<file path="src/design/adcs_map.vh">
/*
 * register offsets, field positions, reset values and state counts for
 * the converter sequencer control block.
 * assumes an 8-bit cpu bus with a 4-bit register offset and a clock of
 * one state per edge.
 */
`ifndef ADCS_MAP_VH
`define ADCS_MAP_VH

// ----------------------------------------------------------------------
// register offsets (byte addresses on the 8-bit bus)
// ----------------------------------------------------------------------
`define ADCS_OFF_RES_A_HI    4'h0
`define ADCS_OFF_RES_A_LO    4'h1
`define ADCS_OFF_RES_B_HI    4'h2
`define ADCS_OFF_RES_B_LO    4'h3
`define ADCS_OFF_RES_C_HI    4'h4
`define ADCS_OFF_RES_C_LO    4'h5
`define ADCS_OFF_RES_D_HI    4'h6
`define ADCS_OFF_RES_D_LO    4'h7
`define ADCS_OFF_CTRL_STATUS 4'h8
`define ADCS_OFF_TRIG_CTRL   4'h9

// ----------------------------------------------------------------------
// conv_ctrl_status fields
// ----------------------------------------------------------------------
`define ADCS_BIT_END_FLAG    7
`define ADCS_BIT_IRQ_ENABLE  6
`define ADCS_BIT_START       5
`define ADCS_BIT_SCAN        4
`define ADCS_BIT_TIME_SEL    3
`define ADCS_BIT_GROUP       2
`define ADCS_BIT_CHAN_HI     1
`define ADCS_BIT_CHAN_LO     0

// ext_trigger_ctrl fields
`define ADCS_BIT_TRIG_ENABLE 7
`define ADCS_TRIG_RSVD_BITS  7'h7f

// ----------------------------------------------------------------------
// reset values
// ----------------------------------------------------------------------
`define ADCS_RST_CTRL_STATUS 8'h00
`define ADCS_RST_TRIG_CTRL   8'h7f
`define ADCS_RST_RESULT      10'h000
`define ADCS_RD_UNMAPPED     8'h00

// ----------------------------------------------------------------------
// conversion timing, in states (one state per clock edge)
// ----------------------------------------------------------------------
`define ADCS_LEN_FIRST_SLOW  9'h10a
`define ADCS_LEN_FIRST_FAST  9'h086
`define ADCS_LEN_NEXT_SLOW   9'h100
`define ADCS_LEN_NEXT_FAST   9'h080
`define ADCS_SAMPLE_SLOW     9'h050
`define ADCS_SAMPLE_FAST     9'h028
`define ADCS_STEP_LAST_SLOW  4'hf
`define ADCS_STEP_LAST_FAST  4'h7
`define ADCS_SAR_FIRST_TRIAL 10'h200
`define ADCS_SAR_TOP_BIT     4'h9

`endif

</file>
<file path="src/design/adcs_sar.v">
/*
 * successive approximation engine: one 10-bit conversion per go pulse.
 * assumes the comparator input is synchronous and reports analog input
 * at or above the trial code on dac_code; clear is synchronous.
 */
`timescale 1ns/1ns
`include "adcs_map.vh"

module adcs_sar (
    input  wire       clock,
    input  wire       sync_clear,
    input  wire       go,
    input  wire       abort,
    input  wire       fast,
    input  wire       first,
    input  wire       cmp_high,
    output reg        done,
    output reg  [9:0] result,
    output reg  [9:0] dac_code,
    output reg        sampling
);

    reg       busy;
    reg       decided;
    reg [8:0] cnt;
    reg [8:0] len_m1;
    reg [8:0] spl_m1;
    reg [3:0] step_last;
    reg [3:0] step_cnt;
    reg [3:0] bit_idx;

    // ------------------------------------------------------------------
    // sample window, then one trial per bit, top bit first
    // ------------------------------------------------------------------
    // the total length is fixed by the counter, not by the bit steps, so
    // a later change to the step size cannot shift the end of conversion
    always @(posedge clock) begin
        if (sync_clear) begin
            busy      <= 1'b0;
            decided   <= 1'b0;
            done      <= 1'b0;
            sampling  <= 1'b0;
            cnt       <= 9'h000;
            len_m1    <= 9'h000;
            spl_m1    <= 9'h000;
            step_last <= 4'h0;
            step_cnt  <= 4'h0;
            bit_idx   <= 4'h0;
            result    <= `ADCS_RST_RESULT;
            dac_code  <= `ADCS_RST_RESULT;
        end else begin
            done <= 1'b0;
            if (go) begin
                busy      <= 1'b1;
                decided   <= 1'b0;
                sampling  <= 1'b1;
                cnt       <= 9'h000;
                step_cnt  <= 4'h0;
                bit_idx   <= `ADCS_SAR_TOP_BIT;
                dac_code  <= `ADCS_SAR_FIRST_TRIAL;
                step_last <= fast ? `ADCS_STEP_LAST_FAST : `ADCS_STEP_LAST_SLOW;
                spl_m1    <= (fast ? `ADCS_SAMPLE_FAST : `ADCS_SAMPLE_SLOW) - 9'h001;
                if (first)
                    len_m1 <= (fast ? `ADCS_LEN_FIRST_FAST : `ADCS_LEN_FIRST_SLOW) - 9'h001;
                else
                    len_m1 <= (fast ? `ADCS_LEN_NEXT_FAST : `ADCS_LEN_NEXT_SLOW) - 9'h001;
            end else if (abort) begin
                busy     <= 1'b0;
                sampling <= 1'b0;
            end else if (busy) begin
                cnt <= cnt + 9'h001;
                if (sampling) begin
                    if (cnt == spl_m1)
                        sampling <= 1'b0;
                end else if (!decided) begin
                    // keep or drop the trial bit, then try the next one
                    if (step_cnt == step_last) begin
                        step_cnt          <= 4'h0;
                        dac_code[bit_idx] <= cmp_high;
                        if (bit_idx == 4'h0) begin
                            decided <= 1'b1;
                        end else begin
                            dac_code[bit_idx - 4'h1] <= 1'b1;
                            bit_idx                  <= bit_idx - 4'h1;
                        end
                    end else begin
                        step_cnt <= step_cnt + 4'h1;
                    end
                end
                if (cnt == len_m1) begin
                    busy   <= 1'b0;
                    done   <= 1'b1;
                    result <= dac_code;
                end
            end
        end
    end

endmodule

</file>
<file path="src/design/adcs_ctrl.v">
/*
 * control and status of an eight-input, two-group converter: mode and
 * channel sequencing, end flag, interrupt request, external trigger and
 * the 8-bit read path of the four 16-bit result registers.
 * assumes a cpu bus with one-cycle rd_en / wr_en strobes synchronous to
 * clock, a comparator answering dac_code, and standby as a level input.
 */
// How it works
// ten-bit successive approximation per conversion
// end flag set at single end, scan end
// flag cleared by zero write after read
// interrupt enable gates the end request
// start bit high while converting; zero stops (here a zero write in the same cycle as an enabled trigger edge does not stop)
// trigger falling edge sets start like software
// single mode clears start when done
// scan repeats until start cleared, reset, standby
// mode bit zero single, one scan
// software stops before changing mode or channel
// time select picks 266 or 134 states
// group bit plus channel; scan covers 0..n
// trigger enable one honours pin, zero ignores
// trigger register low bits read one
// trigger register resets to 7f, standby too
// upper byte read latches lower byte
// lower byte read returns the latch
// software reads upper byte before lower
// result high byte, two bits, zeros below
// channel pairs map to registers a..d; cleared
// status register clears on reset and standby
// scan starts at group head, back to back
// irq level is end flag and enable
`timescale 1ns/1ns
`include "adcs_map.vh"

module adcs_ctrl (
    input  wire       clock,
    input  wire       rst_n,
    input  wire       standby,
    input  wire [3:0] addr,
    input  wire       rd_en,
    input  wire       wr_en,
    input  wire [7:0] wdata,
    output reg  [7:0] rdata,
    input  wire       ext_trigger_pin_n,
    input  wire       cmp_high,
    output wire [9:0] dac_code,
    output wire       sample_hold,
    output reg  [2:0] analog_chan_sel,
    output reg        conv_end_irq
);

    localparam ST_IDLE = 1'b0;
    localparam ST_CONV = 1'b1;
    // whole-register reset images, so single bits can be picked out
    localparam [7:0] CSR_RESET = `ADCS_RST_CTRL_STATUS;
    localparam [7:0] TRG_RESET = `ADCS_RST_TRIG_CTRL;

    // ------------------------------------------------------------------
    // state
    // ------------------------------------------------------------------
    reg        state;
    reg        conv_end_flag;
    reg        end_irq_enable;
    reg        conv_start_bit;
    reg        scan_mode;
    reg        conv_time_select;
    reg        group_select;
    reg  [1:0] chan_select;
    reg        ext_trigger_enable;
    reg        clear_armed;
    reg        trig_prev;
    reg  [1:0] chan_idx;
    reg  [7:0] temp_lo;

    reg        next_state;
    reg        next_flag;
    reg        next_irq_enable;
    reg        next_start;
    reg        next_scan;
    reg        next_time_sel;
    reg        next_group;
    reg  [1:0] next_chan_sel;
    reg        next_trig_enable;
    reg        next_armed;
    reg  [1:0] next_chan_idx;
    reg        go;
    reg        go_first;
    reg        abort;
    reg  [9:0] hi_word;

    wire        clear = ~rst_n | standby;
    wire        sar_done;
    wire [9:0]  sar_result;
    wire [39:0] res_word;

    wire csr_wr   = wr_en & (addr == `ADCS_OFF_CTRL_STATUS);
    wire csr_rd   = rd_en & (addr == `ADCS_OFF_CTRL_STATUS);
    wire trg_wr   = wr_en & (addr == `ADCS_OFF_TRIG_CTRL);
    // pin is sampled as synchronous, so one register finds the edge
    wire trig_hit = ext_trigger_enable & trig_prev & ~ext_trigger_pin_n;
    wire sw_start = csr_wr & wdata[`ADCS_BIT_START];
    wire sw_stop  = csr_wr & ~wdata[`ADCS_BIT_START] & ~trig_hit;
    wire seq_done = (state == ST_CONV) & sar_done;
    wire at_last  = ~scan_mode | (chan_idx == chan_select);

    // ------------------------------------------------------------------
    // next values of control state
    // ------------------------------------------------------------------
    // mode, time and channel take a written value at once; a start in the
    // same write uses the new values, so both may be set together
    always @* begin
        next_state       = state;
        next_flag        = conv_end_flag;
        next_irq_enable  = end_irq_enable;
        next_start       = conv_start_bit;
        next_scan        = scan_mode;
        next_time_sel    = conv_time_select;
        next_group       = group_select;
        next_chan_sel    = chan_select;
        next_trig_enable = ext_trigger_enable;
        next_armed       = clear_armed;
        next_chan_idx    = chan_idx;
        go               = 1'b0;
        go_first         = 1'b0;
        abort            = 1'b0;

        if (csr_wr) begin
            next_irq_enable = wdata[`ADCS_BIT_IRQ_ENABLE];
            next_scan       = wdata[`ADCS_BIT_SCAN];
            next_time_sel   = wdata[`ADCS_BIT_TIME_SEL];
            next_group      = wdata[`ADCS_BIT_GROUP];
            next_chan_sel   = wdata[`ADCS_BIT_CHAN_HI:`ADCS_BIT_CHAN_LO];
        end
        if (trg_wr)
            next_trig_enable = wdata[`ADCS_BIT_TRIG_ENABLE];

        // a read that sees the flag high arms the clear
        if (csr_rd & conv_end_flag)
            next_armed = 1'b1;
        if (csr_wr & ~wdata[`ADCS_BIT_END_FLAG]) begin
            if (clear_armed)
                next_flag = 1'b0;
            next_armed = 1'b0;
        end

        if (state == ST_IDLE) begin
            // software write of one and trigger edge start alike
            if (sw_start | trig_hit) begin
                next_start    = 1'b1;
                next_state    = ST_CONV;
                next_chan_idx = next_scan ? 2'h0 : next_chan_sel;
                go            = 1'b1;
                go_first      = 1'b1;
            end
        end else begin
            if (seq_done) begin
                if (at_last)
                    next_flag = 1'b1;
                if (~scan_mode) begin
                    next_start = 1'b0;
                    next_state = ST_IDLE;
                end else if (sw_stop) begin
                    next_start = 1'b0;
                    next_state = ST_IDLE;
                end else begin
                    // next channel starts on the edge after the one the last ends on
                    next_chan_idx = at_last ? 2'h0 : chan_idx + 2'h1;
                    go            = 1'b1;
                end
            end else if (sw_stop) begin
                next_start = 1'b0;
                next_state = ST_IDLE;
                abort      = 1'b1;
            end
        end
    end

    // ------------------------------------------------------------------
    // control registers; standby acts as a reset
    // ------------------------------------------------------------------
    always @(posedge clock) begin
        if (clear) begin
            state              <= ST_IDLE;
            conv_end_flag      <= CSR_RESET[`ADCS_BIT_END_FLAG];
            end_irq_enable     <= 1'b0;
            conv_start_bit     <= 1'b0;
            scan_mode          <= 1'b0;
            conv_time_select   <= 1'b0;
            group_select       <= 1'b0;
            chan_select        <= 2'h0;
            ext_trigger_enable <= TRG_RESET[`ADCS_BIT_TRIG_ENABLE];
            clear_armed        <= 1'b0;
            trig_prev          <= 1'b1;
            chan_idx           <= 2'h0;
            analog_chan_sel    <= 3'h0;
            conv_end_irq       <= 1'b0;
        end else begin
            state              <= next_state;
            conv_end_flag      <= next_flag;
            end_irq_enable     <= next_irq_enable;
            conv_start_bit     <= next_start;
            scan_mode          <= next_scan;
            conv_time_select   <= next_time_sel;
            group_select       <= next_group;
            chan_select        <= next_chan_sel;
            ext_trigger_enable <= next_trig_enable;
            clear_armed        <= next_armed;
            trig_prev          <= ext_trigger_pin_n;
            chan_idx           <= next_chan_idx;
            if (go)
                analog_chan_sel <= {next_group, next_chan_idx};
            // level request, withdrawn as soon as either bit drops
            conv_end_irq       <= next_flag & next_irq_enable;
        end
    end

    // ------------------------------------------------------------------
    // conversion engine
    // ------------------------------------------------------------------
    adcs_sar u_sar (
        .clock      (clock),
        .sync_clear (clear),
        .go         (go),
        .abort      (abort),
        .fast       (next_time_sel),
        .first      (go_first),
        .cmp_high   (cmp_high),
        .done       (sar_done),
        .result     (sar_result),
        .dac_code   (dac_code),
        .sampling   (sample_hold)
    );

    // ------------------------------------------------------------------
    // result registers a..d, one per channel pair
    // ------------------------------------------------------------------
    genvar gi;
    generate
        for (gi = 0; gi < 4; gi = gi + 1) begin : g_res
            reg [9:0] val;
            always @(posedge clock) begin
                if (clear)
                    val <= `ADCS_RST_RESULT;
                else if (seq_done && (chan_idx == gi))
                    val <= sar_result;
            end
            assign res_word[gi*10 +: 10] = val;
        end
    endgenerate

    // ------------------------------------------------------------------
    // read path
    // ------------------------------------------------------------------
    always @* begin
        case (addr[2:1])
            2'h0:    hi_word = res_word[9:0];
            2'h1:    hi_word = res_word[19:10];
            2'h2:    hi_word = res_word[29:20];
            2'h3:    hi_word = res_word[39:30];
            default: hi_word = res_word[9:0];
        endcase
    end

    // lower byte goes via the latch so a result landing between the two
    // byte reads cannot tear the pair; a lone lower read is stale
    always @(posedge clock) begin
        if (clear) begin
            rdata   <= 8'h00;
            temp_lo <= 8'h00;
        end else if (rd_en) begin
            case (addr)
                `ADCS_OFF_RES_A_HI, `ADCS_OFF_RES_B_HI,
                `ADCS_OFF_RES_C_HI, `ADCS_OFF_RES_D_HI: begin
                    rdata   <= hi_word[9:2];
                    temp_lo <= {hi_word[1:0], 6'h00};
                end
                `ADCS_OFF_RES_A_LO, `ADCS_OFF_RES_B_LO,
                `ADCS_OFF_RES_C_LO, `ADCS_OFF_RES_D_LO: begin
                    rdata <= temp_lo;
                end
                `ADCS_OFF_CTRL_STATUS: begin
                    rdata <= {conv_end_flag, end_irq_enable, conv_start_bit, scan_mode,
                              conv_time_select, group_select, chan_select};
                end
                `ADCS_OFF_TRIG_CTRL: begin
                    rdata <= {ext_trigger_enable, `ADCS_TRIG_RSVD_BITS};
                end
                default: begin
                    rdata <= `ADCS_RD_UNMAPPED;
                end
            endcase
        end
    end

endmodule

</file>
<file path="config.mk">
export PLATFORM = sky130hd
export DESIGN_NAME = adcs_ctrl
export DESIGN_NICKNAME = d
export VERILOG_FILES = /design/src/design/adcs_sar.v /design/src/design/adcs_ctrl.v
export VERILOG_INCLUDE_DIRS = /design/src /design/src/design
export SDC_FILE = /design/constraint.sdc
export NUM_CORES = 1
export LEC_CHECK = 0
export BUFFER_PORTS_ARGS = -buffer_cell sky130_fd_sc_hd__buf_2
export CORE_MARGIN = 4
export CORE_UTILIZATION = 43
export DETAILED_ROUTE_END_ITERATION = 8
export HOLD_SLACK_MARGIN = 0.05
export SLEW_MARGIN = 5
export SYNTH_ARGS = -nofsm -noshare
export SYNTH_HDL_FRONTEND = slang
export SYNTH_HIERARCHICAL = 1
export SYNTH_SLANG_ARGS = --single-unit
export TNS_END_PERCENT = 1
</file>
<file path="constraint.sdc">
create_clock -name clock -period 4.84 [get_ports clock]
set_input_delay 0.484 -clock clock [delete_from_list [all_inputs] [get_ports clock]]
set_output_delay 0.484 -clock clock [all_outputs]
set_load 0.01 [all_outputs]
</file>
==> impl_metrics.csv <==
group,metric,value,unit
setup_path,crit_type,"input pin to register",
clock_network,clockBufferDepth,2,
placed_design,io_buffers,41,
synthesis,syn_area,5553,sq um
synthesis,syn_nets,683,
detailed_routing,wl_per_cell,15.58,microns
placed_design,gp_congestion,0.8284,
floorplanning,core,12620,sq um
placed_design,dp.cells,827,
setup_path,end_kind,"register",
global_route,antenna_found_initial,0,
cells_and_area,diodes,0,
synthesis,synth_xor_area_share,3.312,%
detailed_routing,drt_wl_total,13.34,mm
clock_network,cts_tree,"done",
run,maxCapViolCount,0,
cells_and_area,fin_util,50.34,%
floorplanning,fp.dieW,121.6,microns
clock_network,clkLatencyLatePin,0.41,ns
global_route,grt_usage,19.24,%
timing,timing.slew.headroom,34.31,%
timing,final_max_slew_viol_count,0,
detailed_routing,vias,4749,
synthesis,synth_area_leaders,"dfxtp_1 (43%), nand2_1 (8.3%), a21oi_1 (6.7%)",
synthesis,synth_edf_count,0,
synthesis,synth_top_cell_area_share,42.90,%
synthesis,synth_seq_cells,119,
timing,period_minus_slack,2.742,ns
synthesis,syn_avg_cell_area,8.556,sq um
cells_and_area,syn2layout_area_growth,14.40,%
synthesis,synth_fa_ha_area_share,3.380,%
synthesis,synth_top_family_by_area,"simple AND/OR/NAND/NOR gates",
placed_design,hpwl,9.448,mm
detailed_routing,drc,0,
clock_network,cts_setup_buffers,0,
global_route,grt_pass1_vias,4485,
cells_and_area,fin_cells,856,
floorplanning,die_h,121.6,microns
floorplanning,io_pins,42,
cells_and_area,layout_commonest_cell,"nand2_1",
cells_and_area,most-common-layout-cells,"nand2_1 (123), dfxtp_1 (119), a21oi_1 (74)",
cells_and_area,nNetsFinal,708,
synthesis,ys_warn_count,6,
synthesis,synth_compound_area_share,17.44,%
detailed_routing,drt_iter0_drc,313,
setup_path,crit_path_start_kind,"input pin",
cells_and_area,drive_gt1_share,13.60,%
timing,finalCritPeriodShare,56.64,%
timing,hold_viol,0,
power,powerDensity,336.5,nW/um^2
global_route,grt_overflow_total,0,
synthesis,synthMuxAreaShare,7.323,%
timing,worst_slack,2.098,ns
synthesis,synthSimpleGateAreaFrac,22.17,%
placed_design,place_ws,1.658,ns
cells_and_area,n_fill_cell,1214,
clock_network,cts_hold_buf,0,
floorplanning,rows,41,
synthesis,yosysTopAreaCell,"dfxtp_1",
detailed_routing,via_per_inst,5.548,
clock_network,h-tree-depth,4,
run_status,status,"finished, final reports clean",
timing,setup_viol,0,
min_path,worstHoldPathType,"input pin to register",
clock_network,ctsResizeCount,0,
global_route,grt_max_degree,51,
clock_network,clockRootBuffer,"clkbuf_16",
detailed_routing,ant_nets,0,
setup_path,required,5.12,ns
clock_network,clock_sinks,119,
timing,max_slew.worst_pin.slew,0.9833,ns
timing,fmax,364.8,MHz
setup_path,arrival,3.02,ns
setup_path,reg2reg_slack,2.10,ns
power,power_leakage,2.402,nW
timing,holdWs,0.2813,ns
synthesis,synth-async-reset-ratio,0,%
power,peakVddDrop,0.2315,mV
timing,rsz0062_at_grt,"no",
detailed_routing,dr.pass1.iters,4,
timing,finalClockSkew,0.006154,ns
setup_path,cp_max_fo,14,
synthesis,synth_cells,649,
clock_network,numCtsBuffers,17,
synthesis,yosys.cell_types.count,67,
global_route,grt_pass1_wl,22.56,mm
synthesis,synth_flop_cell,"dfxtp_1",
timing,setup_total_negative_slack,0,ns
synthesis,synth-seq-area-share,42.90,%
floorplanning,die_area,14800,sq um
clock_network,path_clk_slew,0.05,ns
floorplanning,start_util,44.00,%
## where the power goes
part | internal [W] | leakage, nW | switching (W)
sequential | 0.000983 | 0.958 | 0.00000203
combinational | 0.0000200 | 1.19 | 0.0000462
clock | 0.000681 | 0.249 | 0.000405
## worst max-delay path, cell delays in order
cell and delay (ns):
buf_2 0.24, or4b_4 0.60, o21ai_1 0.27, a32oi_4 0.22
nor2_1 0.20, nand4_1 0.58, mux2i_1 0.36, nor2_1 0.06
## logic make-up after synthesis
family,after synthesis
flops,119
compound gates,154
buf+inv,49
fa+ha+maj,15
mux,28
xor+xnor,21
simple gates,263
## synth_stat cells (all sizes together), types with 3 or more instances
master and n:
nand2 124, dfxtp 119, a21oi 75, nor2 56
clkbuf 29, nand3 29, o21ai 25, mux2i 17
xor2 16, ha 15, inv 10, mux4 10
buf 9, nor3 9, a21o 8, a211oi 7
a22oi 7, and3 6, a311oi 5, a31oi 5
nand4 5, nor2b 5, xnor2 5, a32oi 3
nand2b 3, nand3b 3, nor4 3, nor4b 3
o211ai 3, o22ai 3
## cell type report
cell class              instances  area [sq um]  share of cell area (%)
multi-input cells             481          2978                   46.88
inverters                      11         41.29                  0.6500
clock inverters                 4         22.52                  0.3545
repair buffers                 44         227.7                   3.585
clock buffers                  25         485.5                   7.642
well taps                     172         215.2                   3.388
flip-flops and latches        119          2382                   37.50
## metal layers
layer / GRT usage [%] / vias up / wire [microns]
met3: 4.735 / 22 / 760
met1: 25.96 / 2245 / 6227
met5: 0 / - / 0
met4: 7.283 / 0 / 213
li1: - / 2346 / -
met2: 29.91 / 136 / 6136
## final timing paths
path                 startpoint              end  depth (start not counted)
max                     addr[1]  u_sar/result[4]                          8
min           ext_trigger_pin_n        trig_prev                          2
max reg2reg  ext_trigger_enable  u_sar/result[4]                          7
min reg2reg            rdata[2]         rdata[2]                          1
## per-stage QoR
stage               total power [W]  instance area, sq um
finish                     0.002137                  6352
floorplan                  0.001048                  5553
global route               0.002209                  6352
CTS                        0.002159                  6352
detailed placement         0.001071                  5844
global placement           0.001070                  5844
## state kept, by name (all words and copies together) (netlist names), 2 cells and up
| register | cells |
|---|---|
| u_sar/spl_m1 | 2 |
| analog_chan_sel | 3 |
| u_sar/len_m1 | 8 |
| chan_idx | 2 |
| u_sar/bit_idx | 4 |
| g_res.val | 40 |
| temp_lo | 2 |
| rdata | 8 |
| chan_select | 2 |
| u_sar/cnt | 9 |
| u_sar/dac_code | 10 |
| u_sar/step_cnt | 4 |
| u_sar/result | 10 |
(Power assumes the default switching activity.)
